`config.mk`:
```
export PLATFORM = sky130hd
export DESIGN_NAME = tsc_timer_start_sync
export DESIGN_NICKNAME = d
export VERILOG_FILES = /design/src/common/tsc_pkg.sv /design/src/logic/tsc_channel_counter.sv /design/src/logic/tsc_timer_start_sync.sv
export SDC_FILE = /design/constraint.sdc
export NUM_CORES = 1
export LEC_CHECK = 0
export ABC_AREA = 1
export BUFFER_PORTS_ARGS = -buffer_cell sky130_fd_sc_hd__buf_2
export CAP_MARGIN = 0
export CORE_AREA = 2 2 132 134
export DETAILED_ROUTE_END_ITERATION = 10
export DIE_AREA = 0 0 134 136
export GPL_TIMING_DRIVEN = 0
export HOLD_SLACK_MARGIN = 0.1
export PLACE_DENSITY = 0.8
export SYNTH_ARGS = -nofsm -noshare
export SYNTH_HDL_FRONTEND = slang
export SYNTH_SLANG_ARGS = --single-unit
export TNS_END_PERCENT = 30
```
`constraint.sdc`:
```
create_clock -name pclk -period 2.5 [get_ports pclk]
set_input_delay 0.375 -clock pclk [delete_from_list [all_inputs] [get_ports pclk]]
set_output_delay 0.375 -clock pclk [all_outputs]
set_load 0.01 [all_outputs]
```
`src/common/tsc_pkg.sv`:
```
// Purpose: shared constants of the timer start and lockstep control block
// Assumes: APB register word per index, byte address = index * 4
// Notes:   indices are kept as printed; the byte address is index shifted by 2
package tsc_pkg;

  localparam int unsigned NUM_CH     = 5;
  localparam int unsigned CNT_W      = 16;
  localparam int unsigned IDX_W      = 30;

  // register indices
  localparam logic [IDX_W-1:0] RUN_CTRL_IDX   = 30'h05FFFF00;
  localparam logic [IDX_W-1:0] GROUP_CTRL_IDX = 30'h05FFFF01;
  localparam logic [IDX_W-1:0] COUNT_IDX_BASE = 30'h05FFFF40;

  // field positions and fills
  localparam int unsigned      CH_FIELD_LSB   = 0;
  localparam int unsigned      RUN_FILL_LSB   = 5;
  localparam logic [2:0]       RUN_FILL       = 3'h7;
  localparam int unsigned      GROUP_FILL_LSB = 5;
  localparam logic [1:0]       GROUP_FILL     = 2'h3;
  localparam logic [0:0]       GROUP_TOP_BIT  = 1'h0;

  // reset values
  localparam logic [NUM_CH-1:0] RUN_RESET     = 5'h00;
  localparam logic [NUM_CH-1:0] GROUP_RESET   = 5'h00;
  localparam logic [CNT_W-1:0]  COUNT_RESET   = 16'h0000;

  // clear source codes
  localparam logic [1:0] CLR_NONE = 2'h0;
  localparam logic [1:0] CLR_GRA  = 2'h1;
  localparam logic [1:0] CLR_GRB  = 2'h2;
  localparam logic [1:0] CLR_SYNC = 2'h3;

endpackage

```
`src/logic/tsc_channel_counter.sv`:
```
// Purpose: one channel counter with load, clear and gated advance
// Assumes: load, clear and tick are single-cycle, synchronous to pclk
// Notes:   load beats clear, clear beats counting
module tsc_channel_counter #(
  parameter int unsigned W = tsc_pkg::CNT_W
) (
  // clock and reset
  input  wire logic         pclk,
  input  wire logic         presetn,
  input  wire logic         clk_en,
  // control
  input  wire logic         run,
  input  wire logic         tick,
  input  wire logic         clear,
  input  wire logic         load,
  input  wire logic [W-1:0] load_value,
  // state
  output logic      [W-1:0] count
);

  typedef struct packed {
    logic [W-1:0] count;
  } tsc_cnt_s;

  tsc_cnt_s state_reg;
  tsc_cnt_s state_next;

  always_comb
  begin
    state_next = state_reg;
    if (load)
    begin
      state_next.count = load_value;
    end
    else if (clear)
    begin
      state_next.count = '0;
    end
    else if (run && tick)
    begin
      state_next.count = state_reg.count + W'(1);
    end
    // no run: value holds
  end

  always_ff @(posedge pclk or negedge presetn)
  begin
    if (!presetn)
    begin
      state_reg.count <= W'(tsc_pkg::COUNT_RESET);
    end
    else if (clk_en)
    begin
      state_reg <= state_next;
    end
  end

  assign count = state_reg.count;

endmodule

```
`src/logic/tsc_timer_start_sync.sv`:
```
// Purpose: run control and lockstep grouping of a five-channel timer unit
// Assumes: APB slave, one wait state, counters live in tsc_channel_counter
// Notes:   count sources and compare clear events come from the timer core
//
// Notes on behaviour
// - run bits 4..0, one per channel; a set bit lets that counter advance.
// - a clear run bit holds its counter; run bits reset to zero.
// - run register bits 7..5 read one, ignore writes; low five are r/w.
// - a channel outside the group presets and clears on its own only.
// - a lockstep channel joins the group preset and group clear.
// - grouped channel on sync clear source clears with any group member.
// - group reg bits 4..0 reset zero; bits 6..5 read one; bit 7 undefined.
module tsc_timer_start_sync #(
  parameter int unsigned NCH = tsc_pkg::NUM_CH,
  parameter int unsigned W   = tsc_pkg::CNT_W
) (
  // clock, reset, enable
  input  wire logic              pclk,
  input  wire logic              presetn,
  input  wire logic              clk_en,
  // apb slave
  input  wire logic              psel,
  input  wire logic              penable,
  input  wire logic              pwrite,
  input  wire logic [31:0]       paddr,
  input  wire logic [31:0]       pwdata,
  output logic      [31:0]       prdata,
  output logic                   pready,
  output logic                   pslverr,
  // timer core side
  input  wire logic [NCH-1:0]    count_src_tick,
  input  wire logic [NCH-1:0]    compare_clear_evt,
  input  wire logic [2*NCH-1:0]  clear_source_select,
  output logic      [NCH-1:0]    count_enable,
  output logic      [NCH-1:0]    lockstep_enable,
  output logic                   sync_preset_strobe,
  output logic                   sync_clear_strobe,
  output logic      [W-1:0]      count_value [NCH]
);

  typedef struct packed {
    logic [NCH-1:0] run;
    logic [NCH-1:0] lockstep;
    logic           pready;
    logic           pslverr;
    logic [31:0]    prdata;
    logic           preset_strobe;
    logic           clear_strobe;
  } tsc_top_s;

  tsc_top_s state_reg;
  tsc_top_s state_next;

  // address decode
  logic [tsc_pkg::IDX_W-1:0] idx;
  logic [tsc_pkg::IDX_W-1:0] cnt_off;
  logic                      hit_run;
  logic                      hit_group;
  logic                      hit_count;
  logic                      access;
  logic                      commit;
  logic                      wait_cyc;
  logic                      hit_any;
  logic [2:0]                cnt_ch;

  // registers sit on word indices; the two low address bits are ignored
  assign idx       = paddr[31:2];
  assign cnt_off   = idx - tsc_pkg::COUNT_IDX_BASE;
  assign hit_run   = (idx == tsc_pkg::RUN_CTRL_IDX);
  assign hit_group = (idx == tsc_pkg::GROUP_CTRL_IDX);
  assign hit_count = (idx >= tsc_pkg::COUNT_IDX_BASE)
                   && (cnt_off < tsc_pkg::IDX_W'(NCH));
  assign cnt_ch    = cnt_off[2:0];
  assign hit_any   = hit_run || hit_group || hit_count;
  assign access    = psel && penable;
  // first access cycle is the wait state in which the answer is prepared
  assign wait_cyc  = access && !state_reg.pready;
  // writes and reads commit on the edge where pready is seen high
  assign commit    = access && state_reg.pready;

  // per-channel group logic
  logic [NCH-1:0] own_clear;
  logic [NCH-1:0] chan_clear;
  logic [NCH-1:0] chan_load;
  logic [NCH-1:0] is_sync_src;
  logic           group_clear;
  logic           count_write;
  logic           run_write;
  logic           group_write;
  logic           group_preset;
  logic [W-1:0]   load_word;

  assign count_write  = commit && pwrite && hit_count;
  assign run_write    = commit && pwrite && hit_run;
  assign group_write  = commit && pwrite && hit_group;
  // counters take the low half of the write word; the rest is dropped
  assign load_word    = pwdata[W-1:0];
  // a write only presets the group when the target itself is grouped
  assign group_preset = count_write
                      && state_reg.lockstep[cnt_ch];

  genvar ch;
  generate
    for (ch = 0; ch < NCH; ch = ch + 1)
    begin : g_ch
      logic [1:0] sel;
      assign sel = clear_source_select[2*ch +: 2];
      assign is_sync_src[ch] = (sel == tsc_pkg::CLR_SYNC);
      // compare based clear of this channel alone
      assign own_clear[ch] = compare_clear_evt[ch]
                           && (sel == tsc_pkg::CLR_GRA
                               || sel == tsc_pkg::CLR_GRB);
      // grouped member with sync source follows the group
      assign chan_clear[ch] = own_clear[ch]
                            || (state_reg.lockstep[ch] && is_sync_src[ch]
                                && group_clear);
      // group preset reaches grouped channels; others load alone
      assign chan_load[ch] = (group_preset && state_reg.lockstep[ch])
                           || (count_write && (cnt_ch == 3'(ch)));

      tsc_channel_counter #(
        .W (W)
      ) u_cnt (
        .pclk       (pclk),
        .presetn    (presetn),
        .clk_en     (clk_en),
        .run        (state_reg.run[ch]),
        .tick       (count_src_tick[ch]),
        .clear      (chan_clear[ch]),
        .load       (chan_load[ch]),
        .load_value (load_word),
        .count      (count_value[ch])
      );
    end
  endgenerate

  // only grouped channels can start a group clear
  assign group_clear = |(own_clear & state_reg.lockstep);

  // fill widths follow the package constants rather than bare counts
  localparam int unsigned RUN_FILL_W    = $bits(tsc_pkg::RUN_FILL);
  localparam int unsigned GROUP_FILL_W  = $bits(tsc_pkg::GROUP_FILL);
  localparam int unsigned GROUP_TOP_POS = tsc_pkg::GROUP_FILL_LSB
                                        + GROUP_FILL_W;

  // read mux; unmapped indices read as zero
  logic [31:0] rd_word;
  always_comb
  begin
    rd_word = 32'h00000000;
    if (hit_run)
    begin
      rd_word[tsc_pkg::RUN_FILL_LSB +: RUN_FILL_W]
        = tsc_pkg::RUN_FILL;
      rd_word[tsc_pkg::CH_FIELD_LSB +: NCH] = state_reg.run;
    end
    else if (hit_group)
    begin
      // undefined top bit reads as zero here
      rd_word[GROUP_TOP_POS] = tsc_pkg::GROUP_TOP_BIT;
      rd_word[tsc_pkg::GROUP_FILL_LSB +: GROUP_FILL_W]
        = tsc_pkg::GROUP_FILL;
      rd_word[tsc_pkg::CH_FIELD_LSB +: NCH] = state_reg.lockstep;
    end
    else if (hit_count)
    begin
      rd_word[W-1:0] = count_value[cnt_ch];
    end
  end

  always_comb
  begin
    state_next = state_reg;
    state_next.preset_strobe = group_preset;
    state_next.clear_strobe  = group_clear;
    // one wait state: pready rises in the second access cycle
    state_next.pready  = wait_cyc;
    state_next.pslverr = wait_cyc && !hit_any;
    if (wait_cyc)
    begin
      state_next.prdata = pwrite ? 32'h00000000 : rd_word;
    end
    if (run_write)
    begin
      // upper bits are not stored, so writes to them vanish
      state_next.run = pwdata[tsc_pkg::CH_FIELD_LSB +: NCH];
    end
    if (group_write)
    begin
      state_next.lockstep = pwdata[tsc_pkg::CH_FIELD_LSB +: NCH];
    end
  end

  always_ff @(posedge pclk or negedge presetn)
  begin
    if (!presetn)
    begin
      state_reg.run           <= tsc_pkg::RUN_RESET;
      state_reg.lockstep      <= tsc_pkg::GROUP_RESET;
      state_reg.pready        <= 1'b0;
      state_reg.pslverr       <= 1'b0;
      state_reg.prdata        <= 32'h00000000;
      state_reg.preset_strobe <= 1'b0;
      state_reg.clear_strobe  <= 1'b0;
    end
    // clk_en low in the wait state stretches a bus transfer; low at the edge where pready is high drops the write
    else if (clk_en)
    begin
      state_reg <= state_next;
    end
  end

  assign prdata             = state_reg.prdata;
  assign pready             = state_reg.pready;
  assign pslverr            = state_reg.pslverr;
  assign count_enable       = state_reg.run;
  assign lockstep_enable    = state_reg.lockstep;
  // strobes are registered, so they trail the group event by one cycle
  assign sync_preset_strobe = state_reg.preset_strobe;
  assign sync_clear_strobe  = state_reg.clear_strobe;

endmodule

```
Word-level counts from Yosys, hierarchy flattened
Cells that the tools add are included.
{"block": "totals", "out_inout_bits": 126, "input_bits": 90, "regBits": 126, "wordCells": 145}
{"block": "classes", "magnitude_cmp": 4, "n_reduce_logical": 74, "eq_ne": 21, "n_bitwise": 2, "muxes": 26, "n_addsub": 6}
{"operator": "16-bit 2-to-1 mux", "n": 19}
{"operator": "16-bit by 1-bit adder with 16-bit output (second input constant)", "n": 5}
{"operator": "30-bit by 27-bit == test with 1-bit output (second input constant)", "n": 2}
{"operator": "16-bit binary-select mux with 3-bit select", "n": 1}
{"operator": "1-bit logical AND", "n": 40}
{"operator": "8-bit 2-to-1 mux", "n": 4}
{"operator": "30-bit by 27-bit >= comparator with 1-bit output (second input constant)", "n": 1}
{"operator": "30-bit by 3-bit < comparator with 1-bit output (second input constant)", "n": 1}
{"operator": "30-bit by 27-bit subtractor with 30-bit output (second input constant)", "n": 1}
{"operator": "2-bit == test (second input constant)", "n": 10}
{"operator": "1-bit logical OR", "n": 17}
{"operator": "2-bit AND reduction", "n": 8}
{"operator": "3-bit nonzero test", "n": 5}
{"operator": "2-bit by 1-bit == test with 1-bit output (second input constant)", "n": 5}
{"operator": "3-bit by 2-bit == test with 1-bit output (second input constant)", "n": 2}
{"operator": "5-bit bitwise AND", "n": 1}
{"operator": "5-bit OR reduction", "n": 1}
{"operator": "4-bit >= comparator (second input constant)", "n": 1}
{"operator": "3-bit by 4-bit < comparator with 1-bit output (second input constant)", "n": 1}
{"operator": "3-bit inverter with 4-bit output", "n": 1}
{"operator": "1-bit binary-select mux with 3-bit select", "n": 1}
{"operator": "3-bit by 1-bit == test with 1-bit output (second input constant)", "n": 1}
{"operator": "3-bit == test (second input constant)", "n": 1}
{"operator": "3-bit zero test", "n": 1}
{"operator": "2 further kinds", "n": 3}

Depth between registers and ports, before layout
{"block": "depth", "ltp_word": 9, "depth_mapped": 19, "depth_no_buf": 18}

By module
A second synthesis with hierarchy kept.
{"block": "hier_totals", "hier_cells": 1317, "hier_area_um2": 8974.9}
{"mod": "tsc_channel_counter", "n_inst": 5, "area_each_um2": 1156.1, "seq_area_each_um2": 400.4, "cells_per_inst": 160}
{"mod": "tsc_timer_start_sync", "n_inst": 1, "area_each_um2": 3194.3, "seq_area_each_um2": 750.7, "cells_per_inst": 517}

Worst setup path before layout
No wires, ideal clock.
{"block": "synth_timing", "kind": "input port to flip-flop", "startpoint": "in paddr[8]", "endpoint": "reg, netlist name g_ch[3].u_cnt.count[6]", "cell_stages": 15, "required_ps": 2384, "t_arrival_ps": 2163, "path_slack_ps": 220, "n_path_buf": 1, "setup_ps": 116, "cell_sequence": "nor2_1 -> nor2_2 -> nand2_1 -> o21ai_0 -> nand2_1 -> nand3_1 -> nor2_2 -> nand3_2 -> nor2_4 -> nand4_1 -> nand3_2 -> nand2_4 -> buf_2 -> nand2_1 -> nand2_1"}
{"block": "synth_between", "elab_chain_cells": 9, "word_cells_on_any_way": 12, "cone_classes": "add/sub (1); order compare (2); mux (1); reduce/logical (8)"}
{"item": "start: declaration", "line": "tsc_timer_start_sync.sv:25", "source": "input wire logic [31:0] paddr,"}
{"item": "30-bit by 27-bit subtractor with 30-bit output", "line": "tsc_timer_start_sync.sv:68", "source": "assign cnt_off = idx - tsc_pkg::COUNT_IDX_BASE;"}
{"item": "30-bit by 3-bit < comparator with 1-bit output", "line": "tsc_timer_start_sync.sv:72", "source": "&& (cnt_off < tsc_pkg::IDX_W'(NCH));"}
{"item": "1-bit logical AND (*)", "line": "tsc_timer_start_sync.sv:72"}
{"item": "1-bit logical AND (*)", "line": "tsc_timer_start_sync.sv:93", "source": "assign count_write = commit && pwrite && hit_count;"}
{"item": "1-bit logical AND", "line": "tsc_timer_start_sync.sv:100", "source": "&& state_reg.lockstep[cnt_ch];"}
{"item": "1-bit logical AND", "line": "tsc_timer_start_sync.sv:118", "source": "assign chan_load[ch] = (group_preset && state_reg.lockstep[ch])"}
{"item": "1-bit logical OR (*)", "line": "tsc_timer_start_sync.sv:119", "source": "|| (count_write && (cnt_ch == 3'(ch)));"}
{"item": "3-bit nonzero test (no source line)"}
{"item": "2-bit AND reduction (no source line)"}
Every way passes the cells marked *; elsewhere a longest branch is shown, timed or not.
A chain may end at the register's enable or synchronous reset.

Worst setup path in the final report
{"block": "layout_timing", "startpoint": "reg state_reg, in the netlist lockstep_enable[4]", "endpoint": "reg, netlist name g_ch[2].u_cnt.count[11]"}
{"block": "layout_between", "elab_chain_cells": 7, "word_cells_on_any_way": 13, "cone_classes": "mux (4); bitwise (1); reduce/logical (8)"}
{"item": "start: declaration", "line": "tsc_timer_start_sync.sv:51", "source": "tsc_top_s state_reg;"}
{"item": "start signal: assignment", "line": "tsc_timer_start_sync.sv:209", "source": "state_reg <= state_next;"}
{"item": "1-bit binary-select mux with 3-bit select", "line": "tsc_timer_start_sync.sv:100"}
{"item": "1-bit 2-to-1 mux (not written as such)", "line": "tsc_timer_start_sync.sv:100"}
{"item": "1-bit logical AND", "line": "tsc_timer_start_sync.sv:100"}
{"item": "1-bit logical AND", "line": "tsc_timer_start_sync.sv:118"}
{"item": "1-bit logical OR", "line": "tsc_timer_start_sync.sv:119"}
{"item": "3-bit nonzero test (no source line)"}
{"item": "2-bit AND reduction (no source line)"}
Several ways; a longest one is shown, not always the timed one. The select of a mux whose other input is x is not followed.

==> results.yml <==
place:
  io_buffer_count: 180
  place_congestion: 1.02
  placed_cell_area_mm2: 0.0103
  hpwl_um: 25900
power_and_ir_drop:
  irDropWorstVdd_mv: 0.364
  p_leak_nw: 5.79
  power_density_mw_per_mm2: 535
critical_path:
  r2r_start: "lockstep_enable[4]"
  critPathMaxFanout: 10
  rr_worst_depth: 10
  critical-path-slowest-cell: "o21ai_2"
  critPathTopFamily: "compound AO/OA/AOI/OAI gates"
  critPathCaptureType: "register"
  crit_required_ns: 2.77
  slowest_delay_ns: 0.48
  r2r_setup_slack_ns: 0.04
  crit_buf_inv: 2
  crit_chain: "inv_1, o211ai_1, nor2_4, o21ai_2, clkbuf_1, nor2_1, nand3_1, nand2_1, nand2_1, nand2_1"
  cp_data_arrival_time_ns: 2.73
  r2r-end: "g_ch[2].u_cnt.count[11]"
  start_kind: "register"
  path_class: "register to register"
  crit_top_cell: "nand2_1"
sta:
  finalSetupViolCount: 0
  tightest_slew_ns: 0.646
  finalCritPeriodShare_pct: 98.3
  slew_violations: 0
  finalHoldViolations: 0
  clock_skew_ns: 0.0124
  fin_tns_setup_ns: 0
  relSlewSlack_pct: 56.9
  rsz0062_at_grt: "yes"
  fmaxAchievable_mhz: 407
  fin_crit_ns: 2.46
floorplanning:
  die_h_um: 136
  row_count: 48
  dieArea_mm2: 0.0182
  fp.coreArea_mm2: 0.0169
  ios: 216
  die_w_um: 134
  start_util_pct: 53.5
synthesis:
  synthAdderAreaFrac_pct: 1.39
  yosys.area.top_type_share_pct: 30.5
  synthMuxAreaShare_pct: 0
  syn_inst: 1459
  ys_top_cells_by_area: "dfrtp_1 (30%), nand2_1 (22%), nand3_1 (6.5%), nor2_1 (5.9%), inv_1 (5.8%)"
  synth_xor_xnor_area_share_pct: 1.84
  ys.warnings.count: 0
  synth-seq-cells: 110
  netlist_area_mm2: 0.00903
  synth_cell_types: 48
  synth_compound_area_share_pct: 13.6
  yosys.area_share.simple_pct: 42.3
  synth.avg_cell_area_um2: 6.19
  synth_seq_area_share_pct: 30.5
  ys_async_sr_fraction_pct: 100
  synth_largest_area_cell: "dfrtp_1"
  synth_top_family_by_area: "simple AND/OR/NAND/NOR gates"
  synth_ff_type: "dfrtp_1"
  synth-edff-count: 0
global_route:
  grt_pass1_vias: 9659
  grt_pass1_wl_um: 51700
  antenna_found_initial: 0
  grt_use_total_pct: 36.5
  gr-total-overflow: 0
  grt_max_degree: 73
layout:
  nets: 1780
  stdcell_area_mm2: 0.0110
  antenna_cells: 0
  area_growth_pct: 21.7
  mostFrequentLayoutCells: "nand2_1 (525), buf_2 (185), inv_1 (139)"
  fill_cells: 1615
  regArea_mm2: 0.00276
  drive_gt1_share_pct: 19.8
  multi_input_area_mm2: 0.00560
  final_common_cell: "nand2_1"
clock_tree:
  cts_tree: "yes"
  cts_buffer_depth: 2
  clockRootBuffer: "clkbuf_16"
  htreeDepth: 3
  clk_pin_slew_ns: 0.09
  cts.sinks: 110
  cts_made_buffers: 9
  clkLatencyLatePin_ns: 0.37
detailed_routing:
  wl_met2_um: 15000
  routed_via_density: 5.70
  highest_layer: "met4"
  met3_length_um: 3960
  drt_pass1_iterations: 8
  via_count: 10878
  drcViolationCount: 0
  wirelength_um: 33700
  antenna_left: 0
  wl_met1_um: 13600
  wl_per_cell_um: 17.7
  drtIter0Drc: 1314
worst_hold_path:
  whs_endpoint: "prdata[7]"
  worstHoldStart: "pwrite"
  hold-path-cell-count: 2
  hold_path_class: "primary input to register"
run:
  cap_violations: 0
outcome:
  outcome: "completed"
## repair_timing
| action | in CTS | in global routing |
|---|---|---|
| endpoints found under the hold margin | 38 | 0 |
| hold buffers | 1 | 0 |
| setup buffers | 5 | 9 |
| setup endpoints to repair | 68 | 80 |
| resized for setup | 13 | 70 |
| pin swaps | 2 | 6 |
| cloned | 0 | 0 |
## metrics by stage
stage                     hold WS [ns]  total power (W)  utilization, %  instances  setup WS (ns)
after floorplan                 0.0794          0.00344               -       1474          0.220
after global routing             0.228          0.00622            65.2       1910        -0.0444
after CTS                        0.224          0.00578            63.5       1902        -0.0142
after detailed placement         0.312          0.00425            61.1       1880         -0.537
final                            0.230          0.00588            65.2       1910         0.0429
after global placement           0.463          0.00421            60.9       1879         -0.523
## routing by layer
metal,vias to the layer above,GRT usage (%)
li1,5145,-
met3,88,7.72
met1,4968,50.0
met5,-,0
met4,0,13.9
met2,677,56.8
## how the worst max path moves through the flow
stage                       start                      end  slack, ns  cells after the start
2_1_floorplan            paddr[8]   g_ch[3].u_cnt.count[6]       0.22                     15
3_3_place_gp             paddr[3]   g_ch[3].u_cnt.count[5]      -0.52                     19
3_5_place_dp             paddr[3]   g_ch[3].u_cnt.count[8]      -0.54                     19
4_1_cts                 paddr[12]   g_ch[2].u_cnt.count[6]      -0.01                     18
5_1_grt        lockstep_enable[4]  g_ch[2].u_cnt.count[11]      -0.04                     10
6_report       lockstep_enable[4]  g_ch[2].u_cnt.count[11]       0.04                     10
## report_power, final
group / leakage, nW / switching [W] / internal [W]
Combinational: 4.17 / 0.00117 / 0.000730
Sequential: 1.47 / 0.000420 / 0.00201
Clock: 0.148 / 0.000816 / 0.000726
Total: 5.79 / 0.00241 / 0.00347
## Yosys cell counts (all sizes together), types with 2 or more instances
cell type	instances
xor2	16
nand3b	5
ha	10
clkinv	3
nor4	9
o211ai	6
buf	40
a21oi	43
a21o	2
a221oi	2
inv	144
o21ai	120
nor3	32
clkbuf	22
nand2	538
nand4	16
xnor2	3
o221ai	6
dfrtp	110
nor2	155
a211oi	5
o21a	3
nor3b	13
a22oi	4
a32oi	5
nand3	125
o21bai	4
a31oi	3
o22ai	10
## cell families after synthesis
| family | after synthesis |
|---|---|
| AO/OA/AOI/OAI | 215 |
| XOR/XNOR | 19 |
| adder cells (fa/ha/maj) | 10 |
| buffers and inverters | 209 |
| flip-flops | 110 |
| other | 1 |
| AND/OR/NAND/NOR | 895 |
## flip-flops by register name, indices dropped and copies added, names as in the netlist
| signal | flops |
|---|---|
| g_ch.u_cnt.count | 80 |
| lockstep_enable | 5 |
| pready | 1 |
| pslverr | 1 |
| prdata | 16 |
| sync_clear_strobe | 1 |
| sync_preset_strobe | 1 |
| count_enable | 5 |
## area by class of cell
cell class              instances  area share (%)
plain buffers                  61            3.73
flip-flops and latches        110            25.1
repair buffers                196            9.77
clock inverters                 7           0.751
well taps                     225            2.56
inverters                     147            5.15
clock buffers                   9            2.05
multi-input cells            1155            50.9
No activity file was read; power rests on OpenSTA's default activity.
